**src/hdl/guard_pkg.sv**
```systemverilog
// Shared constants and types for the guard sensor touch-state block
package guard_pkg;

    // ------------------------------------------------------------
    // Tuning defaults and ranges
    // ------------------------------------------------------------
    localparam logic [7:0] FINGER_TH_RST = 8'h64;   // 100 counts
    localparam logic [7:0] NOISE_TH_RST  = 8'h14;   // 20 counts
    localparam logic [7:0] HYST_RST      = 8'h0A;   // 10 counts
    localparam logic [7:0] DEBOUNCE_RST  = 8'h05;   // 5 samples
    localparam logic [7:0] TUNE_MIN      = 8'h01;   // Zero is refused
    localparam logic [8:0] SUM_MAX       = 9'h0FE;  // Threshold plus hyst

    // ------------------------------------------------------------
    // Resolution, current source and sensitivity
    // ------------------------------------------------------------
    localparam logic [4:0] RES_RST       = 5'h0A;   // 10 bits
    localparam logic [4:0] RES_MIN       = 5'h08;   // Narrowest scan
    localparam logic [7:0] DAC_RST       = 8'hC8;   // 200
    localparam logic [2:0] SENS_RST      = 3'h2;    // 0.2 pF
    localparam logic [2:0] SENS_MIN      = 3'h1;    // 0.1 pF
    localparam logic [2:0] SENS_MAX      = 3'h4;    // 0.4 pF

    // ------------------------------------------------------------
    // Types
    // ------------------------------------------------------------
    typedef enum logic [1:0]
    {
        SENSE_IDLE  = 2'b01,                        // Inactive
        SENSE_GUARD = 2'b10                         // Active, others blocked
    } sense_state_t;

    typedef enum logic [1:0]
    {
        SCAN_NONE    = 2'h0,
        SCAN_NORMAL  = 2'h1,                        // One slot of the sequence
        SCAN_PROX    = 2'h2,                        // Proximity group
        SCAN_GENERIC = 2'h3                         // Generic group
    } scan_cmd_t;

endpackage

```
**src/hdl/guard_debounce.sv**
```systemverilog
// Consecutive-sample debounce counter for the inactive-to-active move
`timescale 1ns/1ps
module guard_debounce
(
    // Clock and reset
    input  wire logic       clock,
    input  wire logic       rst_b,
    // Sample strobe while inactive, and its comparison result
    input  wire logic       step,
    input  wire logic       above,
    input  wire logic [7:0] limit,
    // Result
    output logic            reached,
    output logic [7:0]      count
);

    // ------------------------------------------------------------
    // Counter
    // ------------------------------------------------------------
    logic [7:0] count_reg;                          // Samples above so far

    // Counts consecutive samples above; any miss restarts from zero
    always_ff @(posedge clock or negedge rst_b)
    begin
        if (!rst_b)
            count_reg <= 8'h00;
        else if (step && above && !reached)
            count_reg <= count_reg + 8'h01;         // RQ7
        else if (step)
            count_reg <= 8'h00;                     // RQ15
    end

    // Done once this sample brings the run up to the limit
    assign reached = above && ({1'b0, count_reg} + 9'h001 >= {1'b0, limit});
    assign count   = count_reg;

endmodule // guard_debounce

```
**src/hdl/guard_sensor_touch_state.sv**
```systemverilog
// Guard sensor touch state, baseline tracking and scan-slot control
// Functional notes
// RQ1: Guard never reports press; activity blocks widgets
// RQ2: Touched when scan value exceeds finger threshold
// RQ3: Host keeps threshold plus hysteresis within 254
// RQ4: Counts above noise threshold never update baseline
// RQ5: Inactive needs difference above threshold plus hysteresis
// RQ6: Active releases below threshold minus hysteresis
// RQ7: Activation needs debounce consecutive samples above
// RQ8: Raw count limited to two-power-N minus one
// RQ9: Proximity only scanned on explicit start
// RQ10: Current-source DAC setting applies only when selected
// RQ11: Sensitivity codes 1..4 map to 0.1..0.4 pF
// RQ12: Multi-member proximity/generic sensors scanned together
// RQ13: All widget elements share one scan channel
// RQ14: Difference is raw minus baseline, floored zero
// RQ15: Inactive miss clears debounce counter
`timescale 1ns/1ps
module guard_sensor_touch_state
#(
    parameter int COUNT_W  = 16,                    // Raw count width
    parameter int N_SENS   = 8,                     // Physical sensors
    parameter int N_WIDGET = 4                      // Widgets for channels
)
(
    // Clock and reset
    input  wire logic                 clock,
    input  wire logic                 rst_b,
    // Scan samples
    input  wire logic                 sample_valid,
    input  wire logic [COUNT_W-1:0]   raw_count,
    // Tuning load
    input  wire logic                 tune_load,
    input  wire logic [7:0]           finger_th_in,
    input  wire logic [7:0]           noise_th_in,
    input  wire logic [7:0]           hyst_in,
    input  wire logic [7:0]           debounce_in,
    input  wire logic [4:0]           resolution_in,
    // Current source and sensitivity
    input  wire logic                 dac_load,
    input  wire logic [7:0]           dac_in,
    input  wire logic                 dac_selected,
    input  wire logic                 sens_load,
    input  wire logic [2:0]           sens_in,
    input  wire logic                 auto_tuning,
    // Scan slot control
    input  wire logic                 scan_go,
    input  wire logic [1:0]           scan_cmd,
    input  wire logic [$clog2(N_SENS)-1:0] scan_slot,
    input  wire logic [N_SENS-1:0]    prox_mask,
    input  wire logic [N_SENS-1:0]    generic_mask,
    input  wire logic                 scan_end,
    input  wire logic                 move_widget,
    input  wire logic [$clog2(N_WIDGET)-1:0] widget_idx,
    // Results
    output logic                      finger_press,
    output logic                      guard_invalid,
    output logic [COUNT_W-1:0]        count_out,
    output logic [COUNT_W-1:0]        baseline_out,
    output logic [COUNT_W-1:0]        diff_out,
    output logic [7:0]                dac_out,
    output logic [2:0]                sens_tenth_pf,
    output logic [N_SENS-1:0]         connect_mask,
    output logic [N_WIDGET-1:0]       widget_channel
);

    // ------------------------------------------------------------
    // Elaboration checks
    // ------------------------------------------------------------
    if (COUNT_W < 9 || COUNT_W > 31)
        $error("COUNT_W must lie in 9..31");
    if (N_SENS < 2 || N_WIDGET < 2)
        $error("N_SENS and N_WIDGET must be at least 2");

    // ------------------------------------------------------------
    // Reset release
    // ------------------------------------------------------------
    logic rst_meta_b;                               // First stage
    logic rst_sync_b;                               // Used everywhere

    // Release is synchronised so no flop sees a partial release
    always_ff @(posedge clock or negedge rst_b)
    begin
        if (!rst_b)
        begin
            rst_meta_b <= 1'b0;
            rst_sync_b <= 1'b0;
        end
        else
        begin
            rst_meta_b <= 1'b1;
            rst_sync_b <= rst_meta_b;
        end
    end

    // ------------------------------------------------------------
    // Tuning registers
    // ------------------------------------------------------------
    logic [7:0] finger_th_reg;                      // Finger threshold
    logic [7:0] noise_th_reg;                       // Noise threshold
    logic [7:0] hyst_reg;                           // Hysteresis
    logic [7:0] debounce_reg;                       // Debounce samples
    logic [4:0] res_reg;                            // Scan resolution

    // Zero or out-of-range fields are refused and the old value kept
    always_ff @(posedge clock or negedge rst_sync_b)
    begin
        if (!rst_sync_b)
        begin
            finger_th_reg <= guard_pkg::FINGER_TH_RST;  // RQ2
            noise_th_reg  <= guard_pkg::NOISE_TH_RST;   // RQ4
            hyst_reg      <= guard_pkg::HYST_RST;       // RQ5
            debounce_reg  <= guard_pkg::DEBOUNCE_RST;   // RQ7
            res_reg       <= guard_pkg::RES_RST;        // RQ8
        end
        else if (tune_load)
        begin
            if (finger_th_in >= guard_pkg::TUNE_MIN)
                finger_th_reg <= finger_th_in;
            if (noise_th_in >= guard_pkg::TUNE_MIN)
                noise_th_reg <= noise_th_in;
            if (hyst_in >= guard_pkg::TUNE_MIN)
                hyst_reg <= hyst_in;
            if (debounce_in >= guard_pkg::TUNE_MIN)
                debounce_reg <= debounce_in;
            if (resolution_in >= guard_pkg::RES_MIN &&
                32'(resolution_in) <= COUNT_W)
                res_reg <= resolution_in;
        end
    end

    // ------------------------------------------------------------
    // Count conditioning
    // ------------------------------------------------------------
    logic [COUNT_W-1:0] max_count;                  // Two-power-N minus one
    logic [COUNT_W-1:0] raw_lim;                    // Limited raw count
    logic [COUNT_W-1:0] baseline_reg;               // Tracked baseline
    logic [COUNT_W-1:0] diff;                       // Difference count
    logic [8:0]         on_level;                   // Threshold plus hyst
    logic [8:0]         off_level;                  // Threshold minus hyst
    logic               above_on;                   // Activation candidate
    logic               below_off;                  // Release condition

    assign max_count = {COUNT_W{1'b1}} >> (COUNT_W - 32'(res_reg));
    assign raw_lim   = (raw_count > max_count) ? max_count : raw_count; // RQ8
    assign diff      = (raw_lim > baseline_reg) ?
                       raw_lim - baseline_reg : '0;            // RQ14
    // Sum fits nine bits; the host keeps it within 254 anyway
    assign on_level  = {1'b0, finger_th_reg} + {1'b0, hyst_reg};  // RQ3
    assign off_level = (finger_th_reg > hyst_reg) ?
                       {1'b0, finger_th_reg - hyst_reg} : 9'h000;
    assign above_on  = diff > COUNT_W'(on_level);              // RQ5
    assign below_off = diff < COUNT_W'(off_level);             // RQ6

    // Baseline follows quiet samples only, so a finger never raises it
    always_ff @(posedge clock or negedge rst_sync_b)
    begin
        if (!rst_sync_b)
            baseline_reg <= '0;
        else if (sample_valid && diff <= COUNT_W'(noise_th_reg))
            baseline_reg <= raw_lim;                           // RQ4
    end

    // Sample results held for the reader
    always_ff @(posedge clock or negedge rst_sync_b)
    begin
        if (!rst_sync_b)
        begin
            count_out <= '0;
            diff_out  <= '0;
        end
        else if (sample_valid)
        begin
            count_out <= raw_lim;                              // RQ8
            diff_out  <= diff;                                 // RQ14
        end
    end
    assign baseline_out = baseline_reg;

    // ------------------------------------------------------------
    // Touch state
    // ------------------------------------------------------------
    guard_pkg::sense_state_t state_reg;             // Guard state
    logic                    deb_reached;           // Run long enough
    logic [7:0]              deb_count;             // Current run
    logic                    idle_step;             // Sample while idle

    assign idle_step = sample_valid && (state_reg == guard_pkg::SENSE_IDLE);

    guard_debounce u_debounce
    (
        .clock   (clock),
        .rst_b   (rst_sync_b),
        .step    (idle_step),
        .above   (above_on),
        .limit   (debounce_reg),
        .reached (deb_reached),
        .count   (deb_count)
    );

    // Two-state machine; activity means exceeding the finger threshold plus hysteresis
    always_ff @(posedge clock or negedge rst_sync_b)
    begin
        if (!rst_sync_b)
            state_reg <= guard_pkg::SENSE_IDLE;
        else
            case (state_reg)
                guard_pkg::SENSE_IDLE:
                    if (idle_step && deb_reached)
                        state_reg <= guard_pkg::SENSE_GUARD;   // RQ2
                guard_pkg::SENSE_GUARD:
                    if (sample_valid && below_off)
                        state_reg <= guard_pkg::SENSE_IDLE;    // RQ6
                default:
                    state_reg <= guard_pkg::SENSE_IDLE;
            endcase
    end

    // Guard raises only the invalid flag; the press flop stays clear
    always_ff @(posedge clock or negedge rst_sync_b)
    begin
        if (!rst_sync_b)
        begin
            finger_press  <= 1'b0;
            guard_invalid <= 1'b0;
        end
        else
        begin
            finger_press  <= 1'b0;                             // RQ1
            guard_invalid <= (state_reg == guard_pkg::SENSE_GUARD); // RQ1
        end
    end

    // ------------------------------------------------------------
    // Current source and sensitivity
    // ------------------------------------------------------------
    logic [7:0] dac_reg;                            // DAC setting
    logic [2:0] sens_reg;                           // Sensitivity code

    // Codes outside 1..4 are ignored
    always_ff @(posedge clock or negedge rst_sync_b)
    begin
        if (!rst_sync_b)
        begin
            dac_reg  <= guard_pkg::DAC_RST;                    // RQ10
            sens_reg <= guard_pkg::SENS_RST;                   // RQ11
        end
        else
        begin
            if (dac_load)
                dac_reg <= dac_in;
            if (sens_load && sens_in >= guard_pkg::SENS_MIN &&
                sens_in <= guard_pkg::SENS_MAX)
                sens_reg <= sens_in;
        end
    end

    // Settings reach the front end only in their own mode
    always_ff @(posedge clock or negedge rst_sync_b)
    begin
        if (!rst_sync_b)
        begin
            dac_out       <= 8'h00;
            sens_tenth_pf <= 3'h0;
        end
        else
        begin
            dac_out       <= dac_selected ? dac_reg : 8'h00;   // RQ10
            sens_tenth_pf <= auto_tuning ? sens_reg : 3'h0;    // RQ11
        end
    end

    // ------------------------------------------------------------
    // Scan slots and channels
    // ------------------------------------------------------------
    logic [N_SENS-1:0] slot_hot;                    // Slot as one-hot

    assign slot_hot = N_SENS'(1) << scan_slot;

    // A group connects all its members at once for one measurement
    always_ff @(posedge clock or negedge rst_sync_b)
    begin
        if (!rst_sync_b)
            connect_mask <= '0;
        else if (scan_go)
            case (scan_cmd)
                guard_pkg::SCAN_NORMAL:
                    connect_mask <= slot_hot & ~prox_mask;     // RQ9
                guard_pkg::SCAN_PROX:
                    connect_mask <= prox_mask;                 // RQ12
                guard_pkg::SCAN_GENERIC:
                    connect_mask <= generic_mask;              // RQ12
                default:
                    connect_mask <= '0;
            endcase
        else if (scan_end)
            connect_mask <= '0;
    end

    // One bit per widget, so its elements cannot be split
    always_ff @(posedge clock or negedge rst_sync_b)
    begin
        if (!rst_sync_b)
            widget_channel <= '0;
        else if (move_widget)
            widget_channel[widget_idx] <= ~widget_channel[widget_idx]; // RQ13
    end
endmodule // guard_sensor_touch_state

```
**config.mk**
```make
export PLATFORM = sky130hd
export DESIGN_NAME = guard_sensor_touch_state
export DESIGN_NICKNAME = d
export VERILOG_FILES = /design/src/hdl/guard_pkg.sv /design/src/hdl/guard_debounce.sv /design/src/hdl/guard_sensor_touch_state.sv
export SDC_FILE = /design/constraint.sdc
export NUM_CORES = 1
export LEC_CHECK = 0
export ABC_AREA = 1
export BUFFER_PORTS_ARGS = -buffer_cell sky130_fd_sc_hd__buf_2
export CELL_PAD_IN_SITES_DETAIL_PLACEMENT = 0
export CELL_PAD_IN_SITES_GLOBAL_PLACEMENT = 1
export CORE_MARGIN = 3
export CORE_UTILIZATION = 30
export CTS_CLUSTER_DIAMETER = 40
export DETAILED_ROUTE_END_ITERATION = 16
export PLACE_DENSITY_LB_ADDON = 0.1
export SYNTH_ARGS = -nofsm -noshare
export SYNTH_HDL_FRONTEND = slang
export SYNTH_SLANG_ARGS = --single-unit
export TNS_END_PERCENT = 5
```
**constraint.sdc**
```tcl
create_clock -name clock -period 11.3 [get_ports clock]
set_clock_uncertainty 0.05 [all_clocks]
set_input_delay 0.565 -clock clock [delete_from_list [all_inputs] [get_ports clock]]
set_output_delay 0.565 -clock clock [all_outputs]
set_load 0.01 [all_outputs]
```
=== Word-level counts from Yosys, hierarchy flattened ===
Index checks and enable logic that the tools add are counted.

* Logic and storage cells: 92
* ROM bits: 0
* Flip-flop bits (word level): 132
* Memories: 0
* Latch bits: 0
* Output and inout port bits: 73
* Input port bits: 98
* Bits in writable memories: 0

* Bitwise operators: 3
* $lt $le $gt $ge: 17
* Divide/modulo/power cells: 0
* Muxes and demuxes: 18
* Shift operators: 2
* Eq/ne operators: 7
* Reductions and logical operators: 20
* $mul: 0
* Add/subtract/negate cells: 6

{| class="wikitable"
|+ Operator list
! cell !! count
|-
| $mux W8 || 6
|-
| $ge A8 B1 Y1 const B || 4
|-
| $gt A16 B16 Y1 || 2
|-
| $mux W16 || 2
|-
| $shr A16 B32 Y16 const A || 1
|-
| $pmux W8 S3 || 1
|-
| $gt A16 B9 Y1 || 1
|-
| $le A16 B8 Y1 || 1
|-
| $lt A16 B8 Y1 || 1
|-
| $sub A16 B16 Y16 || 1
|-
| $reduce_and A2 Y1 || 6
|-
| $logic_and A1 B1 Y1 || 11
|-
| $add A8 B1 Y9 const B || 1
|-
| $add A8 B8 Y9 || 1
|-
| $ge A9 B8 Y1 || 1
|-
| $add A8 B1 Y8 const B || 1
|-
| $and A8 B8 Y8 || 1
|-
| $gt A8 B8 Y1 || 1
|-
| $not A8 Y8 || 1
|-
| $shl A1 B3 Y8 const A || 1
|-
| $sub A8 B8 Y8 || 1
|-
| $eq A2 B2 Y1 const B || 3
|-
| $sub A5 B5 Y6 const A || 1
|-
| $ge A5 B4 Y1 const B || 1
|-
| other kinds (18) || 22
|}

=== Longest topological paths before layout ===
* Word-level depth: 11
* Gate-level depth with buffers: 47
* Gate-level depth less buffers: 46

=== Cells and area by module ===
From an unflattened synthesis, not the netlist that was laid out.

* Cells, all modules: 1,146
* Area, all modules: 8,873.5 um^2

{| class="wikitable"
|+ By module, submodules not included
! module !! times used !! cells an instance !! area each (um^2)
|-
| guard_sensor_touch_state || 1 || 1,055 || 8,175.3
|-
| guard_debounce || 1 || 91 || 698.2
|}

=== Worst setup path before layout ===
No wires, ideal clock.

* Kind: flip-flop to flip-flop
* From: reg res_reg[0]
* To: reg baseline_reg[7] (netlist: baseline_out[7])
* Library setup time: 117 ps
* Data arrival time: 5,470 ps
* Path slack: 5,663 ps
* Stages on the path, launching flop included: 46
* Data required time: 11,133 ps
* Path buffers: 2
* Cell sequence: dfrtp_1 -> nor3_1 -> inv_1 -> or2_1 -> nand2_2 -> inv_1 -> nor2_2 -> inv_2 -> nor2_2 -> inv_2 -> nor2_2 -> nand2_1 -> ha_1 -> nand2_1 -> inv_1 -> nand3_1 -> nor3_1 -> o21ai_0 -> (+10 left out) -> nand3_2 -> nand2_2 -> nand2_2 -> nand2_4 -> nand2_4 -> inv_4 -> o21ai_0 -> a21oi_1 -> ha_1 -> nand2_1 -> nor2_1 -> a211oi_1 -> nand2_2 -> nand2_4 -> nand2_8 -> buf_12 -> nand2_2 -> nand2_1

* Longest elaborated chain between the ends: 8

{| class="wikitable"
|+ Ends and longest elaborated chain
! element !! RTL line !! RTL
|-
| start, declared || guard_sensor_touch_state.sv:103 || <nowiki>logic [4:0] res_reg;</nowiki>
|-
| start signal, assigned || guard_sensor_touch_state.sv:114 || <nowiki>res_reg <= guard_pkg::RES_RST;</nowiki>
|-
| start signal, assigned || guard_sensor_touch_state.sv:128 || <nowiki>res_reg <= resolution_in;</nowiki>
|-
| $sub A5 B5 Y6 (*) || guard_sensor_touch_state.sv:144 || <nowiki>assign max_count = {COUNT_W{1'b1}} >> (COUNT_W - 32'(res_reg));</nowiki>
|-
| $shr A16 B32 Y16 (*) || guard_sensor_touch_state.sv:144 ||
|-
| $gt A16 B16 Y1 || guard_sensor_touch_state.sv:145 || <nowiki>assign raw_lim = (raw_count > max_count) ? max_count : raw_count;</nowiki>
|-
| $mux W16 (*) || guard_sensor_touch_state.sv:145 ||
|-
| $sub A16 B16 Y16 or $gt A16 B16 Y1 (tied branches) || guard_sensor_touch_state.sv:147, guard_sensor_touch_state.sv:146 ||
|-
| $mux W16 (*) || guard_sensor_touch_state.sv:146 || <nowiki>assign diff = (raw_lim > baseline_reg) ?</nowiki>
|-
| via diff[7] || guard_sensor_touch_state.sv:138 || <nowiki>logic [COUNT_W-1:0] diff;</nowiki>
|-
| $le A16 B8 Y1 (*) || guard_sensor_touch_state.sv:160 || <nowiki>else if (sample_valid && diff <= COUNT_W'(noise_th_reg))</nowiki>
|-
| $logic_and A1 B1 Y1 (*) || guard_sensor_touch_state.sv:160 ||
|-
| end signal, assigned || guard_sensor_touch_state.sv:161 || <nowiki>baseline_reg <= raw_lim;</nowiki>
|-
| end, declared || guard_sensor_touch_state.sv:137 || <nowiki>logic [COUNT_W-1:0] baseline_reg;</nowiki>
|}

Mark *: on every way through the listed nets, which the timed path passes. The rest lies on a longest branch.
A chain may end at the register's enable or synchronous reset.

=== Final worst setup path ===
* From: reg res_reg[0]
* To: reg baseline_reg[4] (netlist: baseline_out[4])

* Longest elaborated chain between the ends: 8

{| class="wikitable"
|+ Ends and longest elaborated chain
! element !! RTL line !! RTL
|-
| $sub A5 B5 Y6 (*) || guard_sensor_touch_state.sv:144 ||
|-
| $shr A16 B32 Y16 (*) || guard_sensor_touch_state.sv:144 ||
|-
| $gt A16 B16 Y1 || guard_sensor_touch_state.sv:145 ||
|-
| $mux W16 (*) || guard_sensor_touch_state.sv:145 ||
|-
| via raw_lim[1] || guard_sensor_touch_state.sv:136 || <nowiki>logic [COUNT_W-1:0] raw_lim;</nowiki>
|-
| $sub A16 B16 Y16 or $gt A16 B16 Y1 (tied branches) || guard_sensor_touch_state.sv:147, guard_sensor_touch_state.sv:146 ||
|-
| $mux W16 (*) || guard_sensor_touch_state.sv:146 ||
|-
| via diff[7] || guard_sensor_touch_state.sv:138 ||
|-
| $le A16 B8 Y1 (*) || guard_sensor_touch_state.sv:160 ||
|-
| $logic_and A1 B1 Y1 (*) || guard_sensor_touch_state.sv:160 ||
|}

Marked as above.

==> metrics.cfg <==
[status]
run_status = finished, final reports clean

[power]
pwr-share-seq_pct = 24.2
ir_drop_mv = 0.112
p_leak_nw = 5.80
p_clk_share_pct = 22.7
p_total_mw = 2.66
intPower_mw = 1.42
powerDensity_nw_per_um2 = 249
p_comb_share_pct = 53.1
power_switching_mw = 1.24
switching_share_pct = 46.5

[setup_path]
reg2reg_slack_ns = 4.11
cpPeakStageDelay_ns = 0.62
r2r_start = res_reg[0]
cp-start-kind = flop
rr_worst_depth = 41
cp.required_ns = 11.55
path_common_cell = nand2_1
path_delay_family = simple AND/OR/NAND/NOR gates
path_buf_inv = 7
crit_type = reg2reg
cp-end-kind = flop
cp_max_fo = 31
cp_slowest_cell = o21ai_0
timing.rr.end = baseline_out[4]
cp.arrival_ns = 7.45

[clocking]
clock-sinks = 132
cts_setup_buffers = 0
h-tree-depth = 4
cts_buffers = 17
insertion_delay_ns = 0.43
clk_pin_slew_worst_paths_ns = 0.07
cts-root-buf = clkbuf_16
cts_buffer_depth = 2
cts_tree = done

[synth]
ys_ff_latch = 132
avgSynthCellArea_um2 = 7.60
ys_types = 52
syn_nets = 1336
synthCells = 1157
ys.flop_type = dfrtp_1
synth_edf_count = 0
synth_warnings = 0
ys_seq_area_share_pct = 37.8
syn_area_um2 = 8800
ys_async_sr_fraction_pct = 100

[grt]
grt_max_degree = 71
grt-ovfl-total = 0
grt_pass1_wl_um = 40400
grt_pass1_vias = 7536
antenna_found_initial = 1
grtUsageTotal_pct = 16.2

[place]
gp_congestion = 0.844
port_buffers = 169
dp_hpwl_um = 19200
placed_cells = 1690

[detailed_routing]
ant_nets = 0
wirelength_um = 24800
routed_via_density = 4.51
drtIter0Drc = 367
post_drt_wl_per_cell_um = 14.4
firstDrtPassIters = 7
num_vias = 7772
drc = 0

[die]
initial_core_util_pct = 30.6
die_area_um2 = 31400
io_pins = 171
die-width_um = 177
core_um2 = 28800
rows = 62
die_y_um = 177

[timing]
setup_viol = 0
setup_tns_ns = 0
slew_viol_final = 0
period_needed_ns = 7.19
fmax_mhz = 139
tightest_slew_ns = 0.960
rsz0062_at_grt = false
relSlewSlack_pct = 35.6
period_share_pct = 63.7
final-hold-violation-count = 0

[layout]
drive_gt1_share_pct = 21.1
syn2layout_area_growth_pct = 21.3
fill_cells = 3127
final_cell_mix = nand2_1 (301), inv_1 (189), buf_2 (169)
layout.nets = 1505
diodes = 0
layout_commonest_cell = nand2_1
fin_cells = 1723

[worst_hold_path]
holdCritStartpoint = auto_tuning
hold_class = in2reg
hold_end = sens_tenth_pf[0]
min_path_cells = 3

[run]
drv_cap = 0

==> worst reg2reg max path: cells and delay by family, from the launching register on <==
kind	cells	cell delay, ns
buf+inv	7	0.74
xor+xnor	1	0.17
flops	1	0.42
simple gates	23	2.78
fa+ha+maj	4	1.31
compound gates	6	1.61
==> power by group through the flow <==
stage | clock [mW] | sequential (mW) | combinational (mW)
after global routing | 0.643 | 0.659 | 1.64
after floorplan | 0 | 0.669 | 1.01
after detailed placement | 0 | 0.656 | 1.42
final | 0.603 | 0.643 | 1.41
after CTS | 0.621 | 0.648 | 1.43
after global placement | 0 | 0.654 | 1.42
==> cells by family (layout without fill, tap and decap cells) <==
kind of cell / count (synthesis) / count (layout) / share of synthesized area, %
compound gates: 198 / 198 / 12.5
fa+ha+maj: 81 / 81 / 11.8
other cells: 2 / 2 / 0.0854
buf+inv: 219 / 401 / 9.71
simple gates: 500 / 500 / 25.5
mux: 8 / 8 / 1.02
flops: 132 / 132 / 37.8
xor+xnor: 17 / 17 / 1.69
==> per-stage QoR <==
| step | instance area [um^2] | utilization, % | hold WS (ns) | setup WS, ns |
|---|---|---|---|---|
| after CTS | 10700 | 37.1 | 0.290 | 4.08 |
| after floorplan | 8800 | - | 0.219 | 5.66 |
| final | 10700 | 37.1 | 0.304 | 4.11 |
| after detailed placement | 10000 | 34.9 | 0.294 | 4.11 |
| after global routing | 10700 | 37.1 | 0.299 | 3.07 |
| after global placement | 10000 | 34.9 | 0.290 | 4.29 |
==> timing repair <==
item,CTS,global route
endpoints found under the setup margin,0,0
hold endpoints to repair,2,0
hold buffers,1,0
gates resized for setup,0,0
==> per-layer routing <==
metal  part of all wire, %  track usage, %  vias up
li1                      -               -     4089
met1                    50            22.7     3478
met2                    43            25.2      176
met3                   5.4            3.75       27
met4                   1.6            4.45        2
met5                 0.052               0        -
==> Yosys cell counts (9+ instances only) <==
master      n  share of area (%)
nand2_1   301                 13
inv_1     189                8.1
dfrtp_1   116                 33
o21ai_0    97                5.5
ha_1       78                 11
nor2_1     64                2.7
a21oi_1    50                2.8
nand3_1    38                2.2
nand4_1    25                1.8
nand2_2    22                1.6
clkbuf_1   16               0.68
dfstp_2    16                4.8
nor3_1     16               0.91
xor2_1     12                1.2
a31oi_1     9               0.64
==> area by class of cell <==
type	count	area, um^2	area share, %
Clock buffer	20	457	4.28
Clock inverter	12	168	1.57
Inverter	196	743	6.96
Multi-Input combinational cell	806	4620	43.3
Sequential cell	132	3330	31.2
Tap cell	384	480	4.50
Timing Repair Buffer	173	878	8.23
==> worst max-delay path by stage <==
stage	endpoint	slack (ns)	startpoint	cells after the start
after floorplan	baseline_out[7]	5.66	res_reg[0]	45
after global placement	baseline_out[1]	4.29	res_reg[0]	41
after detailed placement	baseline_out[4]	4.11	res_reg[0]	41
after CTS	baseline_out[4]	4.08	res_reg[0]	41
after global routing	baseline_out[2]	3.07	res_reg[0]	41
final	baseline_out[4]	4.11	res_reg[0]	41
(Power assumes the default switching activity.)
